--- src/hw/adcct_pkg.sv ---
package adcct_pkg;
  // Serial port framing
  localparam int ADDR_W = 13;
  localparam int INSTR_BITS = 16;
  localparam int DATA_W = 8;
  localparam int INSTR_RD_BIT = 15;
  localparam int SAMPLE_W = 10;

  // Register offsets
  localparam logic [ADDR_W-1:0] ADDR_CHAN_IDX = 13'h005;
  localparam logic [ADDR_W-1:0] ADDR_MODES = 13'h008;
  localparam logic [ADDR_W-1:0] ADDR_CLOCK = 13'h009;
  localparam logic [ADDR_W-1:0] ADDR_CLK_DIV = 13'h00b;
  localparam logic [ADDR_W-1:0] ADDR_TEST = 13'h00d;
  localparam logic [ADDR_W-1:0] ADDR_BIST = 13'h00e;
  localparam logic [ADDR_W-1:0] ADDR_XFER = 13'h0ff;

  // Reset values
  localparam logic [1:0] RST_CHAN_IDX = 2'h3;
  localparam logic [7:0] RST_MODES = 8'h80;
  localparam logic [7:0] RST_CLOCK = 8'h00;
  localparam logic [7:0] RST_CLK_DIV = 8'h00;
  localparam logic [7:0] RST_TEST = 8'h00;
  localparam logic [7:0] RST_BIST = 8'h00;

  // Field positions
  localparam int XFER_BIT = 0;
  localparam int CHAN_A_BIT = 0;
  localparam int CHAN_B_BIT = 1;
  localparam int DCS_BIT = 0;
  localparam int DIV_W = 3;
  localparam int TEST_MODE_W = 4;
  localparam int PN_SHORT_RST_BIT = 4;
  localparam int PN_LONG_RST_BIT = 5;
  localparam int BIST_EN_BIT = 0;
  localparam int BIST_SEED_BIT = 2;

  // Self-test signature generator
  localparam int SIG_W = 16;
  localparam logic [15:0] SIG_SEED = 16'hffff;

  // Output test pattern codes
  typedef enum logic [3:0] {
    TM_OFF = 4'h0,
    TM_MIDSCALE = 4'h1,
    TM_POS_FS = 4'h2,
    TM_NEG_FS = 4'h3,
    TM_CHECKER = 4'h4,
    TM_PN_LONG = 4'h5,
    TM_PN_SHORT = 4'h6,
    TM_WORD_TOGGLE = 4'h7,
    TM_USER = 4'h8,
    TM_BIT_TOGGLE = 4'h9,
    TM_SYNC = 4'ha,
    TM_ONE_BIT = 4'hb,
    TM_MIXED_FREQ = 4'hc
  } adcct_test_mode_t;

  // Per-channel pattern settings
  typedef struct packed {
    logic [3:0] mode;
    logic pn_long_rst;
    logic pn_short_rst;
  } adcct_test_cfg_t;

  // Serial engine states, Gray along the usual path
  typedef enum logic [1:0] {
    SP_IDLE = 2'b00,
    SP_INSTR = 2'b01,
    SP_DATA = 2'b11
  } adcct_spi_state_t;
endpackage

--- src/hw/adcct_regs.sv ---
`timescale 1ns/1ps
// How it works
// - Program registers except the channel index write to a shadow copy and change the working copy only when a write sets transfer bit 0, which self-clears.
// - The test-mode register exists once per channel and a write lands in every channel whose select bit is set in the channel index register.
// - The three-bit divider field divides the input clock by its value plus one, resetting to divide by one.
// - Test codes 0 to 3 give normal data, midscale, positive full scale and negative full scale.
// - Codes 4 to 6 give a checkerboard, the 23-stage and the 9-stage pseudorandom sequences.
// - Codes 7 to 9 give whole-word toggling, the user pattern and alternate-bit toggling.
// - Codes 10 to 12 give the sync pattern, a single high bit and a mixed bit frequency pattern.
module adcct_regs #(
  parameter int BIST_LEN = 256,
  parameter logic [9:0] USER_PATTERN = 10'h155,
  parameter logic [9:0] SYNC_WORD = 10'h3e0
) (
  input wire logic ref_clk,
  input wire logic srst,
  input wire logic spi_csb_n,
  input wire logic spi_sclk,
  input wire logic spi_sdio_i,
  output logic spi_sdio_o,
  output logic spi_sdio_oe,
  input wire logic [adcct_pkg::SAMPLE_W-1:0] conv_a,
  input wire logic [adcct_pkg::SAMPLE_W-1:0] conv_b,
  output logic [adcct_pkg::SAMPLE_W-1:0] chan_a_out,
  output logic [adcct_pkg::SAMPLE_W-1:0] chan_b_out,
  output logic sample_strobe,
  output logic dcs_enable,
  output logic [7:0] operating_mode,
  output logic bist_busy,
  output logic [adcct_pkg::SIG_W-1:0] bist_signature
);
  import adcct_pkg::*;

  if (BIST_LEN < 1 || BIST_LEN > 65536) begin : g_bad_len
    $error("adcct_regs: BIST_LEN must lie in 1..65536");
  end

  // Three-stage pin synchronisers, filtered levels
  logic [2:0] csb_sr_q, sclk_sr_q, sdio_sr_q;
  logic csb_f_q, csb_f_d, sclk_f_q, sclk_f_d, sdio_f_q, sdio_f_d;
  logic sclk_rise;

  // A level only changes once the second and third stages agree
  always_comb begin
    csb_f_d = (csb_sr_q[1] == csb_sr_q[2]) ? csb_sr_q[2] : csb_f_q;
    sclk_f_d = (sclk_sr_q[1] == sclk_sr_q[2]) ? sclk_sr_q[2] : sclk_f_q;
    sdio_f_d = (sdio_sr_q[1] == sdio_sr_q[2]) ? sdio_sr_q[2] : sdio_f_q;
    sclk_rise = sclk_f_d & ~sclk_f_q;
  end

  always_ff @(posedge ref_clk) begin
    if (srst) begin
      csb_sr_q <= 3'h7;
      sclk_sr_q <= 3'h0;
      sdio_sr_q <= 3'h0;
      csb_f_q <= 1'b1;
      sclk_f_q <= 1'b0;
      sdio_f_q <= 1'b0;
    end else begin
      csb_sr_q <= {csb_sr_q[1:0], spi_csb_n};
      sclk_sr_q <= {sclk_sr_q[1:0], spi_sclk};
      sdio_sr_q <= {sdio_sr_q[1:0], spi_sdio_i};
      csb_f_q <= csb_f_d;
      sclk_f_q <= sclk_f_d;
      sdio_f_q <= sdio_f_d;
    end
  end

  // Register state: shadow copies, working copies and index
  logic [1:0] chan_idx_q, chan_idx_d;
  logic [7:0] modes_s_q, modes_s_d, modes_a_q, modes_a_d;
  logic [7:0] clock_s_q, clock_s_d, clock_a_q, clock_a_d;
  logic [7:0] div_s_q, div_s_d, div_a_q, div_a_d;
  logic [1:0][7:0] test_s_q, test_s_d, test_a_q, test_a_d;
  logic [7:0] bist_s_q, bist_s_d, bist_a_q, bist_a_d;
  logic xfer_q, xfer_d;
  logic wr_en;
  logic [ADDR_W-1:0] wr_addr;
  logic [7:0] wr_data;

  // Read view shows the shadow copy; both channels set reads channel A
  function automatic logic [7:0] rd_mux(input logic [ADDR_W-1:0] a);
    case (a)
      ADDR_CHAN_IDX: rd_mux = {6'h00, chan_idx_q};
      ADDR_MODES: rd_mux = modes_s_q;
      ADDR_CLOCK: rd_mux = clock_s_q;
      ADDR_CLK_DIV: rd_mux = div_s_q;
      ADDR_TEST: rd_mux = chan_idx_q[CHAN_A_BIT] ? test_s_q[0] : test_s_q[1];
      ADDR_BIST: rd_mux = bist_s_q;
      ADDR_XFER: rd_mux = {7'h00, xfer_q};
      default: rd_mux = 8'h00;
    endcase
  endfunction

  // Serial engine: 16-bit instruction, then bytes with falling address
  adcct_spi_state_t sp_q, sp_d;
  logic [3:0] bit_cnt_q, bit_cnt_d;
  logic [14:0] sh_q, sh_d;
  logic rd_q, rd_d;
  logic [ADDR_W-1:0] addr_q, addr_d;
  logic [7:0] out_sh_q, out_sh_d;
  logic sdio_o_d, sdio_oe_d;
  logic [7:0] rbyte;

  always_comb begin
    sp_d = sp_q;
    bit_cnt_d = bit_cnt_q;
    sh_d = sh_q;
    rd_d = rd_q;
    addr_d = addr_q;
    out_sh_d = out_sh_q;
    sdio_o_d = spi_sdio_o;
    sdio_oe_d = spi_sdio_oe;
    wr_en = 1'b0;
    wr_addr = addr_q;
    wr_data = {sh_q[6:0], sdio_f_d};
    rbyte = 8'h00;
    if (csb_f_d) begin
      sp_d = SP_IDLE;
      sdio_oe_d = 1'b0;
    end else begin
      case (sp_q)
        SP_IDLE: begin
          sp_d = SP_INSTR;
          bit_cnt_d = 4'h0;
        end
        SP_INSTR: if (sclk_rise) begin
          sh_d = {sh_q[13:0], sdio_f_d};
          bit_cnt_d = bit_cnt_q + 4'h1;
          if (bit_cnt_q == 4'(INSTR_BITS - 1)) begin
            rd_d = sh_q[INSTR_RD_BIT-1];
            addr_d = {sh_q[11:0], sdio_f_d};
            bit_cnt_d = 4'h0;
            sp_d = SP_DATA;
            if (sh_q[INSTR_RD_BIT-1]) begin
              rbyte = rd_mux({sh_q[11:0], sdio_f_d});
              sdio_o_d = rbyte[7];
              out_sh_d = {rbyte[6:0], 1'b0};
              sdio_oe_d = 1'b1;
            end
          end
        end
        SP_DATA: if (sclk_rise) begin
          sh_d = {sh_q[13:0], sdio_f_d};
          bit_cnt_d = bit_cnt_q + 4'h1;
          if (bit_cnt_q == 4'(DATA_W - 1)) begin
            bit_cnt_d = 4'h0;
            addr_d = addr_q - 1'b1;
            wr_en = ~rd_q;
            if (rd_q) begin
              rbyte = rd_mux(addr_q - 1'b1);
              sdio_o_d = rbyte[7];
              out_sh_d = {rbyte[6:0], 1'b0};
            end
          end else if (rd_q) begin
            sdio_o_d = out_sh_q[7];
            out_sh_d = {out_sh_q[6:0], 1'b0};
          end
        end
        default: sp_d = SP_IDLE;
      endcase
    end
  end

  always_ff @(posedge ref_clk) begin
    if (srst) begin
      sp_q <= SP_IDLE;
      bit_cnt_q <= 4'h0;
      sh_q <= 15'h0000;
      rd_q <= 1'b0;
      addr_q <= '0;
      out_sh_q <= 8'h00;
      spi_sdio_o <= 1'b0;
      spi_sdio_oe <= 1'b0;
    end else begin
      sp_q <= sp_d;
      bit_cnt_q <= bit_cnt_d;
      sh_q <= sh_d;
      rd_q <= rd_d;
      addr_q <= addr_d;
      out_sh_q <= out_sh_d;
      spi_sdio_o <= sdio_o_d;
      spi_sdio_oe <= sdio_oe_d;
    end
  end

  // Host writes land in shadows, the channel index directly; a pending transfer copies the shadows over
  always_comb begin
    chan_idx_d = chan_idx_q;
    modes_s_d = modes_s_q;
    clock_s_d = clock_s_q;
    div_s_d = div_s_q;
    test_s_d = test_s_q;
    bist_s_d = bist_s_q;
    modes_a_d = modes_a_q;
    clock_a_d = clock_a_q;
    div_a_d = div_a_q;
    test_a_d = test_a_q;
    bist_a_d = bist_a_q;
    xfer_d = xfer_q;
    if (xfer_q) begin
      modes_a_d = modes_s_q;
      clock_a_d = clock_s_q;
      div_a_d = div_s_q;
      test_a_d = test_s_q;
      bist_a_d = bist_s_q;
      xfer_d = 1'b0;
    end
    if (wr_en) begin
      case (wr_addr)
        ADDR_CHAN_IDX: chan_idx_d = wr_data[1:0];
        ADDR_MODES: modes_s_d = wr_data;
        ADDR_CLOCK: clock_s_d = wr_data;
        ADDR_CLK_DIV: div_s_d = wr_data;
        ADDR_TEST: begin
          if (chan_idx_q[CHAN_A_BIT]) test_s_d[0] = wr_data;
          if (chan_idx_q[CHAN_B_BIT]) test_s_d[1] = wr_data;
        end
        ADDR_BIST: bist_s_d = wr_data;
        // A new request in the clearing cycle still wins
        ADDR_XFER: if (wr_data[XFER_BIT]) xfer_d = 1'b1;
        default: ;
      endcase
    end
  end

  always_ff @(posedge ref_clk) begin
    if (srst) begin
      chan_idx_q <= RST_CHAN_IDX;
      modes_s_q <= RST_MODES;
      clock_s_q <= RST_CLOCK;
      div_s_q <= RST_CLK_DIV;
      test_s_q <= {RST_TEST, RST_TEST};
      bist_s_q <= RST_BIST;
      modes_a_q <= RST_MODES;
      clock_a_q <= RST_CLOCK;
      div_a_q <= RST_CLK_DIV;
      test_a_q <= {RST_TEST, RST_TEST};
      bist_a_q <= RST_BIST;
      xfer_q <= 1'b0;
    end else begin
      chan_idx_q <= chan_idx_d;
      modes_s_q <= modes_s_d;
      clock_s_q <= clock_s_d;
      div_s_q <= div_s_d;
      test_s_q <= test_s_d;
      bist_s_q <= bist_s_d;
      modes_a_q <= modes_a_d;
      clock_a_q <= clock_a_d;
      div_a_q <= div_a_d;
      test_a_q <= test_a_d;
      bist_a_q <= bist_a_d;
      xfer_q <= xfer_d;
    end
  end

  // Clock divider and self-test signature
  localparam int BCW = $clog2(BIST_LEN + 1);
  logic [DIV_W-1:0] div_cnt_q, div_cnt_d;
  logic strobe_d;
  logic busy_d;
  logic [BCW-1:0] bcnt_q, bcnt_d;
  logic [SIG_W-1:0] sig_d;
  logic bist_start;

  always_comb begin
    // Strobe every field+1 input clocks; zero gives every clock
    strobe_d = 1'b0;
    div_cnt_d = div_cnt_q + 1'b1;
    if (div_cnt_q >= div_a_q[DIV_W-1:0]) begin
      div_cnt_d = '0;
      strobe_d = 1'b1;
    end
    // Self-test starts when the working enable bit goes high
    bist_start = xfer_q & bist_s_q[BIST_EN_BIT] & ~bist_a_q[BIST_EN_BIT];
    busy_d = bist_busy;
    bcnt_d = bcnt_q;
    sig_d = bist_signature;
    if (bist_start) begin
      busy_d = 1'b1;
      bcnt_d = '0;
      if (bist_s_q[BIST_SEED_BIT]) sig_d = SIG_SEED;
    end else if (bist_busy && sample_strobe) begin
      // Signature folds in channel A output so test patterns show up
      sig_d = {bist_signature[SIG_W-2:0],
               bist_signature[15] ^ bist_signature[12] ^
               bist_signature[3] ^ bist_signature[1]} ^
              {{(SIG_W-SAMPLE_W){1'b0}}, chan_a_out};
      bcnt_d = bcnt_q + 1'b1;
      if (bcnt_q == BCW'(BIST_LEN - 1)) busy_d = 1'b0;
    end
  end

  always_ff @(posedge ref_clk) begin
    if (srst) begin
      div_cnt_q <= '0;
      sample_strobe <= 1'b0;
      bist_busy <= 1'b0;
      bcnt_q <= '0;
      bist_signature <= SIG_SEED;
      dcs_enable <= 1'b0;
      operating_mode <= RST_MODES;
    end else begin
      div_cnt_q <= div_cnt_d;
      sample_strobe <= strobe_d;
      bist_busy <= busy_d;
      bcnt_q <= bcnt_d;
      bist_signature <= sig_d;
      dcs_enable <= clock_a_q[DCS_BIT];
      operating_mode <= modes_a_q;
    end
  end

  // One pattern generator per channel, driven by its working copy
  adcct_test_cfg_t cfg_a, cfg_b;
  assign cfg_a = '{mode: test_a_q[0][TEST_MODE_W-1:0],
                   pn_long_rst: test_a_q[0][PN_LONG_RST_BIT],
                   pn_short_rst: test_a_q[0][PN_SHORT_RST_BIT]};
  assign cfg_b = '{mode: test_a_q[1][TEST_MODE_W-1:0],
                   pn_long_rst: test_a_q[1][PN_LONG_RST_BIT],
                   pn_short_rst: test_a_q[1][PN_SHORT_RST_BIT]};

  adcct_pattern #(.W(SAMPLE_W), .USER_PATTERN(USER_PATTERN),
                  .SYNC_WORD(SYNC_WORD)) u_pat_a (
    .ref_clk(ref_clk),
    .srst(srst),
    .sample_en(sample_strobe),
    .cfg(cfg_a),
    .conv_data(conv_a),
    .data_q(chan_a_out)
  );

  adcct_pattern #(.W(SAMPLE_W), .USER_PATTERN(USER_PATTERN),
                  .SYNC_WORD(SYNC_WORD)) u_pat_b (
    .ref_clk(ref_clk),
    .srst(srst),
    .sample_en(sample_strobe),
    .cfg(cfg_b),
    .conv_data(conv_b),
    .data_q(chan_b_out)
  );
endmodule

--- src/hw/adcct_pattern.sv ---
`timescale 1ns/1ps
module adcct_pattern #(
  parameter int W = 10,
  parameter logic [W-1:0] USER_PATTERN = '0,
  parameter logic [W-1:0] SYNC_WORD = '0
) (
  input wire logic ref_clk,
  input wire logic srst,
  input wire logic sample_en,
  input wire adcct_pkg::adcct_test_cfg_t cfg,
  input wire logic [W-1:0] conv_data,
  output logic [W-1:0] data_q
);
  import adcct_pkg::*;

  if (W < 2 || W > 23) begin : g_bad_width
    $error("adcct_pattern: W must lie in 2..23");
  end

  logic [22:0] pn23_q, pn23_d;
  logic [8:0] pn9_q, pn9_d;
  logic tog_q, tog_d;
  logic [W-1:0] walk_q, walk_d;
  logic [W-1:0] cnt_q, cnt_d;
  logic [W-1:0] data_d;
  logic [W-1:0] chk_word;
  logic [W-1:0] pn9_word;

  // Generators step once per output sample
  always_comb begin
    pn23_d = pn23_q;
    pn9_d = pn9_q;
    tog_d = tog_q;
    walk_d = walk_q;
    cnt_d = cnt_q;
    if (sample_en) begin
      pn23_d = {pn23_q[21:0], pn23_q[22] ^ pn23_q[17]};
      pn9_d = {pn9_q[7:0], pn9_q[8] ^ pn9_q[4]};
      tog_d = ~tog_q;
      walk_d = {walk_q[W-2:0], walk_q[W-1]};
      cnt_d = cnt_q + 1'b1;
    end
    // Reset bits hold the sequence at its seed while set
    if (cfg.pn_long_rst) pn23_d = '1;
    if (cfg.pn_short_rst) pn9_d = '1;
  end

  // Checkerboard alternates 0101.. and 1010..
  always_comb begin
    for (int i = 0; i < W; i++) begin
      chk_word[i] = tog_q ^ i[0];
    end
  end

  // PN9 word padded or cut at elaboration, so no out-of-range select exists
  if (W > 9) begin : g_pn9_pad
    assign pn9_word = {pn9_q, {(W-9){1'b0}}};
  end else begin : g_pn9_cut
    assign pn9_word = pn9_q[8 -: W];
  end

  // Test data replaces conversion data when a code is selected
  always_comb begin
    case (adcct_test_mode_t'(cfg.mode))
      TM_OFF: data_d = conv_data;
      TM_MIDSCALE: data_d = {1'b1, {(W-1){1'b0}}};
      TM_POS_FS: data_d = '1;
      TM_NEG_FS: data_d = '0;
      TM_CHECKER: data_d = chk_word;
      TM_PN_LONG: data_d = pn23_q[22 -: W];
      TM_PN_SHORT: data_d = pn9_word;
      TM_WORD_TOGGLE: data_d = {W{tog_q}};
      TM_USER: data_d = USER_PATTERN;
      TM_BIT_TOGGLE: data_d = chk_word;
      TM_SYNC: data_d = SYNC_WORD;
      TM_ONE_BIT: data_d = walk_q;
      TM_MIXED_FREQ: data_d = cnt_q;
      default: data_d = conv_data;
    endcase
  end

  always_ff @(posedge ref_clk) begin
    if (srst) begin
      pn23_q <= '1;
      pn9_q <= '1;
      tog_q <= 1'b0;
      walk_q <= {{(W-1){1'b0}}, 1'b1};
      cnt_q <= '0;
      data_q <= '0;
    end else begin
      pn23_q <= pn23_d;
      pn9_q <= pn9_d;
      tog_q <= tog_d;
      walk_q <= walk_d;
      cnt_q <= cnt_d;
      data_q <= data_d;
    end
  end
endmodule

--- config.mk ---
export PLATFORM = sky130hd
export DESIGN_NAME = adcct_regs
export DESIGN_NICKNAME = d
export VERILOG_FILES = /design/src/hw/adcct_pkg.sv /design/src/hw/adcct_regs.sv /design/src/hw/adcct_pattern.sv
export SDC_FILE = /design/constraint.sdc
export NUM_CORES = 1
export LEC_CHECK = 0
export ABC_AREA = 0
export ABC_CLOCK_PERIOD_IN_PS = 6600
export BUFFER_PORTS_ARGS = -buffer_cell sky130_fd_sc_hd__buf_2
export CORE_MARGIN = 2
export CORE_UTILIZATION = 62
export CTS_CLUSTER_DIAMETER = 100
export DETAILED_ROUTE_END_ITERATION = 8
export PLACE_DENSITY_LB_ADDON = 0.3
export SLEW_MARGIN = 20
export SYNTH_ARGS = -nofsm -noshare
export SYNTH_HDL_FRONTEND = slang
export SYNTH_SLANG_ARGS = --single-unit
--- constraint.sdc ---
create_clock -name ref_clk -period 6.6 [get_ports ref_clk]
set_input_delay 1.98 -clock ref_clk [delete_from_list [all_inputs] [get_ports ref_clk]]
set_output_delay 1.98 -clock ref_clk [all_outputs]
set_load 0.01 [all_outputs]
==> flow_summary.yaml, run 1 <==
die:
  core.rowCount: 54
  core-area_um2: 21620
  boundaryPins: 74
  fp.dieW_um: 151.6
  dieArea_um2: 22990
  initial_core_util_pct: 62.51
  die_h_um: 151.6
sta:
  rsz0062_at_grt: "no"
  relSlewSlack_pct: 27.11
  finalHoldViolCount: 0
  min_period_over_period_pct: 48.52
  period_minus_slack_ns: 3.202
  finalSetupTns_ns: 0
  slew_violations: 0
  setup_viol: 0
  fin_hold_ws_ns: 0.4121
  max_freq_ghz: 0.3123
  fin_ws_ns: 3.398
  fin_worst_skew_ns: 0.01022
  worst_pin_slew_ns: 1.092
synth:
  synthArstFlopShare_pct: 0
  synth_area_per_cell_um2: 8.708
  synth.top_cell.area_share_pct: 44.00
  ys_seq_elements: 297
  synth_top_area_cell: "dfxtp_1"
  synth_area_leaders: "dfxtp_1 44%, mux2i_1 11%, nor2_1 5.8%, nand2_1 5.3%, a21oi_1 2.8%"
  syn_area_um2: 13510
  yosys_warnings: 0
  synth_cell_types: 79
  yosysSeqAreaShare_pct: 44.00
  synth_cells: 1552
  syn_nets: 1591
  synth_top_flop_cell: "dfxtp_1"
  synth_edf_count: 0
final_layout:
  syn2layout_area_growth_pct: 11.00
  nets: 1597
  final_common_cell: "dfxtp_1"
  drive_gt1_share_pct: 11.12
  layout.cells.most_common_list: "296 x dfxtp_1, 210 x nor2_1, 190 x nand2_1"
  final_core_util_pct: 69.38
  num_antenna_cells: 0
routing:
  drc: 0
  dr.first_iter.drc_count: 918
  vias: 11200
  drt-total-wl_um: 32150
  ant_nets: 0
  wire_per_inst_um: 17.26
  drtPass1Iterations: 9
  vias_per_cell: 6.012
clock_tree:
  clock_latency_ns: 0.56
  cts_buffers: 31
  numClockSinks: 297
  clockBufferDepth: 3
  clk_pin_slew_ns: 0.06
  ctsResizeCount: 0
  cts-root-buf: "clkbuf_16"
  cts_hold_buffers: 0
  cts_tree: "yes"
  postCtsSetupRepairBufs: 0
  htree_levels: 1
setup_path:
  crit_slowest_cell: "or3_1"
  r2r_start: "addr_q[0]"
  crit_arrival_ns: 3.68
  setup.worst_path.start_class: "flop"
  cp_max_fo: 10
  setup.worst_path.end: "spi_sdio_o"
  reg2regPathDepth: 9
  crit_path_start: "addr_q[0]"
  worst_path_largest_cell_delay_ns: 0.54
  crit_path_end_kind: "flop"
  r2r_setup_slack_ns: 3.40
  critPathKind: "reg2reg"
  crit_required_ns: 7.08
  cp_num_buf_inv: 1
  crit_family: "simple AND/OR/NAND/NOR gates"
  critical_path_cell_count: 9
  worstPathCellList: "inv_1 > ha_1 > or3b_1 > o32ai_1 > o211ai_2 > or3_1 > o22ai_1 > nand2b_1 > a211oi_2"
  worstReg2RegEnd: "spi_sdio_o"
min_path:
  hold_path.class: "reg2reg"
global_routing:
  grt_overflow_total: 0
  antenna_found_initial: 0
  grt_usage_pct: 27.47
  grt_first_pass_wirelength_um: 51520
  grt_start_max_net_pins: 112
  grt_pass1_vias: 10250
status:
  outcome: "finished, final reports clean"
placed_design:
  post-place-ws_ns: 3.077
  port_buffers: 73
  dp.final_hpwl_um: 21560
  gp_congestion: 0.9303
pwr:
  vdd_drop_max_v: 0.0002372
  powerDensity_nw_per_um2: 256.7
  leakagePower_nw: 5.556
  finalPower_mw: 3.850
flow_run:
  drv_cap: 0
-- how the worst min path moves through the flow --
stage	slack [ns]	depth (start not counted)	startpoint	end
final	0.41	1	csb_sr_q[0]	csb_sr_q[1]
after global routing	0.43	1	csb_sr_q[0]	csb_sr_q[1]
after CTS	0.42	1	csb_sr_q[0]	csb_sr_q[1]
after detailed placement	0.41	1	csb_sr_q[0]	csb_sr_q[1]
after global placement	0.40	1	csb_sr_q[0]	csb_sr_q[1]
after floorplan	0.39	1	csb_sr_q[0]	csb_sr_q[1]
-- per-stage QoR --
stage / instances / area, um2
2_1_floorplan: 1552 / 13510
3_5_place_dp: 1805 / 13840
5_1_grt: 1863 / 15000
3_3_place_gp: 1805 / 13830
6_report: 1863 / 15000
4_1_cts: 1863 / 14990
-- power breakdown --
part / internal, mW / leakage, nW / switching (mW)
Combinational: 0.0433 / 2.59 / 0.0653
Sequential: 1.81 / 2.41 / 0.0190
Clock: 1.19 / 0.558 / 0.720
Total: 3.05 / 5.56 / 0.805
-- area by class of cell --
| class | instances | area [um2] |
|---|---|---|
| clock buffer | 44 | 904.6 |
| clock inverter | 14 | 244.0 |
| fill | 1710 | 6620 |
| inverter | 24 | 90.09 |
| multi-input combinational | 1122 | 7023 |
| sequential | 297 | 5949 |
| tap | 280 | 350.3 |
| timing repair buffer | 82 | 439.2 |
-- routing by layer --
| metal | part of all wire, % | global-route usage (%) | up-vias | wire (um) |
|---|---|---|---|---|
| met5 | 0 | 0 | - | 0 |
| met4 | 2.0 | 6.713 | 0 | 641 |
| met3 | 6.2 | 3.623 | 63 | 1979 |
| met2 | 46 | 45.63 | 340 | 14920 |
| met1 | 45 | 38.06 | 5325 | 14610 |
| li1 | - | - | 5473 | - |
-- sequential cells by signal (all words and copies together) (netlist names), 9 cells and up --
signal	cells
u_pat_a.pn23_q	23
u_pat_b.pn23_q	23
bist_signature	16
test_s_q	16
sh_q	15
addr_q	13
u_pat_a.cnt_q	10
u_pat_a.data_q	10
u_pat_a.walk_q	10
u_pat_b.cnt_q	10
u_pat_b.data_q	10
u_pat_b.walk_q	10
bcnt_q	9
u_pat_a.pn9_q	9
u_pat_b.pn9_q	9
-- logic make-up after synthesis --
kind of cell / count (synthesis) / share of synthesized area [%]
fa+ha+maj: 16 / 1.444
flops: 297 / 44.00
simple gates: 610 / 20.85
xor+xnor: 44 / 2.852
mux: 158 / 11.77
compound gates: 294 / 14.90
buf+inv: 133 / 4.194
-- synth_stat cells, drive strengths merged (12+ instances only) --
cell	count
nor3	33
a22o	19
a21oi	75
clkbuf	82
xnor2	22
inv	21
dfxtp	297
mux2i	151
nor4	12
o21ai	56
a211oi	20
nor2b	31
o22ai	15
xor2	22
a31oi	15
nand2b	30
nand3	33
a22oi	29
nor2	210
buf	22
nand4	15
ha	14
nand2	190
-- worst reg2reg max path, stage by stage, from the launching register on --
cell	delay, ns
dfxtp_1	0.40
inv_1	0.14
ha_1	0.33
or3b_1	0.53
o32ai_1	0.34
o211ai_2	0.21
or3_1	0.54
o22ai_1	0.28
nand2b_1	0.13
a211oi_2	0.23
No activity file was read; power rests on OpenSTA's default activity.
==> inputs of run 2 (changes only) <==
--- a/config.mk
+++ b/config.mk
@@ -5,11 +5,11 @@
 export SDC_FILE = /design/constraint.sdc
 export NUM_CORES = 1
 export LEC_CHECK = 0
-export ABC_AREA = 0
-export ABC_CLOCK_PERIOD_IN_PS = 6600
+export ABC_AREA = 1
+export ABC_CLOCK_PERIOD_IN_PS = 3000
 export BUFFER_PORTS_ARGS = -buffer_cell sky130_fd_sc_hd__buf_2
 export CORE_MARGIN = 2
-export CORE_UTILIZATION = 62
+export CORE_UTILIZATION = 61
 export CTS_CLUSTER_DIAMETER = 100
 export DETAILED_ROUTE_END_ITERATION = 8
 export PLACE_DENSITY_LB_ADDON = 0.3
==> constraint.sdc (replaced) <==
create_clock -name ref_clk -period 3 [get_ports ref_clk]
set_input_delay 0.9 -clock ref_clk [delete_from_list [all_inputs] [get_ports ref_clk]]
set_output_delay 0.9 -clock ref_clk [all_outputs]
set_load 0.01 [all_outputs]
==> flow_summary.yaml, run 2 <==
routing:
  vias: 12280
  ant_nets: 0
  drc: 0
  vias_per_cell: 5.688
  drt-total-wl_um: 35900
  wire_per_inst_um: 16.63
  drtPass1Iterations: 5
  dr.first_iter.drc_count: 910
synth:
  ys_seq_elements: 297
  synth_most_common_cell: "nand2_1"
  synth_area_leaders: "dfxtp_1 45%, nand2_1 9.4%, o21ai_0 6.5%, nor2_1 6.3%, inv_1 5.8%"
  synth_cells: 1797
  yosysSeqAreaShare_pct: 45.38
  synth_cell_types: 49
  synthArstFlopShare_pct: 0
  synth_top_area_cell: "dfxtp_1"
  synth.top_cell.area_share_pct: 45.38
  synth_commonest_cells: "327 x nand2_1, 297 x dfxtp_1, 219 x nor2_1"
  synth_edf_count: 0
  synth_area_per_cell_um2: 7.291
  synth_top_flop_cell: "dfxtp_1"
  syn_nets: 1836
  syn_area_um2: 13100
  yosys_warnings: 0
sta:
  min_period_over_period_pct: 83.90
  max_freq_ghz: 0.3973
  period_minus_slack_ns: 2.517
  setup_viol: 0
  relSlewSlack_pct: 47.42
  fin_worst_skew_ns: 0.01003
  rsz0062_at_grt: "no"
  finalHoldViolCount: 0
  slew_violations: 0
  finalSetupTns_ns: 0
  worst_pin_slew_ns: 0.7834
final_layout:
  reg.largest.list: "u_pat_a.pn23_q x23, u_pat_b.pn23_q x23"
  num_antenna_cells: 0
  layout.cells.most_common_list: "327 x nand2_1, 296 x dfxtp_1, 219 x nor2_1"
  syn2layout_area_growth_pct: 13.00
  final_common_cell: "nand2_1"
  nets: 1901
  drive_gt1_share_pct: 10.72
  final_core_util_pct: 70.42
clock_tree:
  htree_levels: 1
  clock_latency_ns: 0.56
  postCtsSetupRepairBufs: 0
  ctsResizeCount: 0
  clk_pin_slew_ns: 0.06
  clockBufferDepth: 3
  cts_buffers: 30
  cts_hold_buffers: 0
  cts-root-buf: "clkbuf_16"
  numClockSinks: 297
  cts_tree: "yes"
status:
  outcome: "finished, final reports clean"
die:
  fp.dieW_um: 150.6
  initial_core_util_pct: 62.32
  core-area_um2: 21020
  die_h_um: 150.6
  dieArea_um2: 22670
  core.rowCount: 53
  boundaryPins: 74
setup_path:
  crit_required_ns: 3.48
  critPathKind: "reg2reg"
  setup.worst_path.start_class: "flop"
  cp_max_fo: 24
  worstPathCellList: "inv_1 > ha_1 > nand2_1 > o21ai_2 > nand3_1 > nor2_2 > nand3_4 > nor2_2 > nor2_1 > a21oi_4 > nand2_1 > a21oi_1"
  crit_path_end_kind: "flop"
  crit_slowest_cell: "dfxtp_1"
  crit_arrival_ns: 3.00
  worst_path_largest_cell_delay_ns: 0.35
placed_design:
  dp.final_hpwl_um: 25230
  gp_congestion: 0.9512
  port_buffers: 73
min_path:
  hold_path.class: "reg2reg"
global_routing:
  grt_usage_pct: 31.13
  grt_pass1_vias: 11170
  grt_start_max_net_pins: 76
  grt_overflow_total: 0
  grt_first_pass_wirelength_um: 56750
  antenna_found_initial: 0
pwr:
  powerDensity_nw_per_um2: 558.1
  leakagePower_nw: 6.378
  vdd_drop_max_v: 0.0004426
flow_run:
  drv_cap: 0
run 2: final cells by class:
class                   count  area [um2]
fillers                  1768        6217
multi-input cells        1214        6052
flip-flops and latches    297        5947
clock buffers              43       860.8
inverters                 212       797.0
repair buffers            107       658.1
well taps                 275       344.1
clock inverters            11       145.1
run 2: cells by family after synthesis:
| family | Yosys count | share of synthesized area [%] |
|---|---|---|
| AND/OR/NAND/NOR | 735 | 23.98 |
| flip-flops | 297 | 45.38 |
| XOR/XNOR | 10 | 0.6685 |
| adder cells (fa/ha/maj) | 14 | 1.337 |
| multiplexers | 1 | 0.07640 |
| buffers and inverters | 286 | 8.423 |
| AO/OA/AOI/OAI | 454 | 20.13 |
run 2: worst max-delay path, delay by kind of cell, from the launching register on:
family          cells  cell delay [ns]
flops               1             0.35
simple gates        7             1.08
fa+ha+maj           1             0.24
compound gates      3             0.59
buf+inv             1             0.17
run 2: final timing paths:
kind / startpoint / end / slack, ns / depth (start not counted)
worst max-delay path: addr_q[0] / out_sh_q[4] / 0.48 / 12
worst min-delay path: sclk_sr_q[0] / sclk_sr_q[1] / 0.41 / 2
worst max register to register: addr_q[0] / out_sh_q[4] / 0.48 / 12
worst min register to register: sclk_sr_q[0] / sclk_sr_q[1] / 0.41 / 2
run 2: layer usage:
| metal | part of all wire (%) | GRT usage, % | vias to the layer above |
|---|---|---|---|
| met4 | 3.7 | 11.42 | 0 |
| met3 | 6.6 | 4.000 | 103 |
| met5 | 0 | 0 | - |
| li1 | - | - | 6111 |
| met2 | 46 | 50.91 | 406 |
| met1 | 44 | 42.20 | 5661 |
run 2: metrics by stage:
stage                     hold WS [ns]  instance area [um2]  cells  worst slack [ns]  power (mW)
after detailed placement        0.3979                13800   2105            0.5116       4.525
after floorplan                 0.3883                13100   1797            0.9089       4.403
after global placement          0.3969                13800   2105            0.5670       4.514
final                           0.4103                14800   2159            0.4831       8.262
after global routing            0.4437                14800   2159            0.2087       8.500
after CTS                       0.4094                14800   2159            0.4820       8.290
run 2: power by group:
part	internal (mW)	switching (mW)	total, mW
clock	2.25	1.56	3.82
sequential	4.05	0.0747	4.12
combinational	0.113	0.213	0.326
total	6.41	1.85	8.26
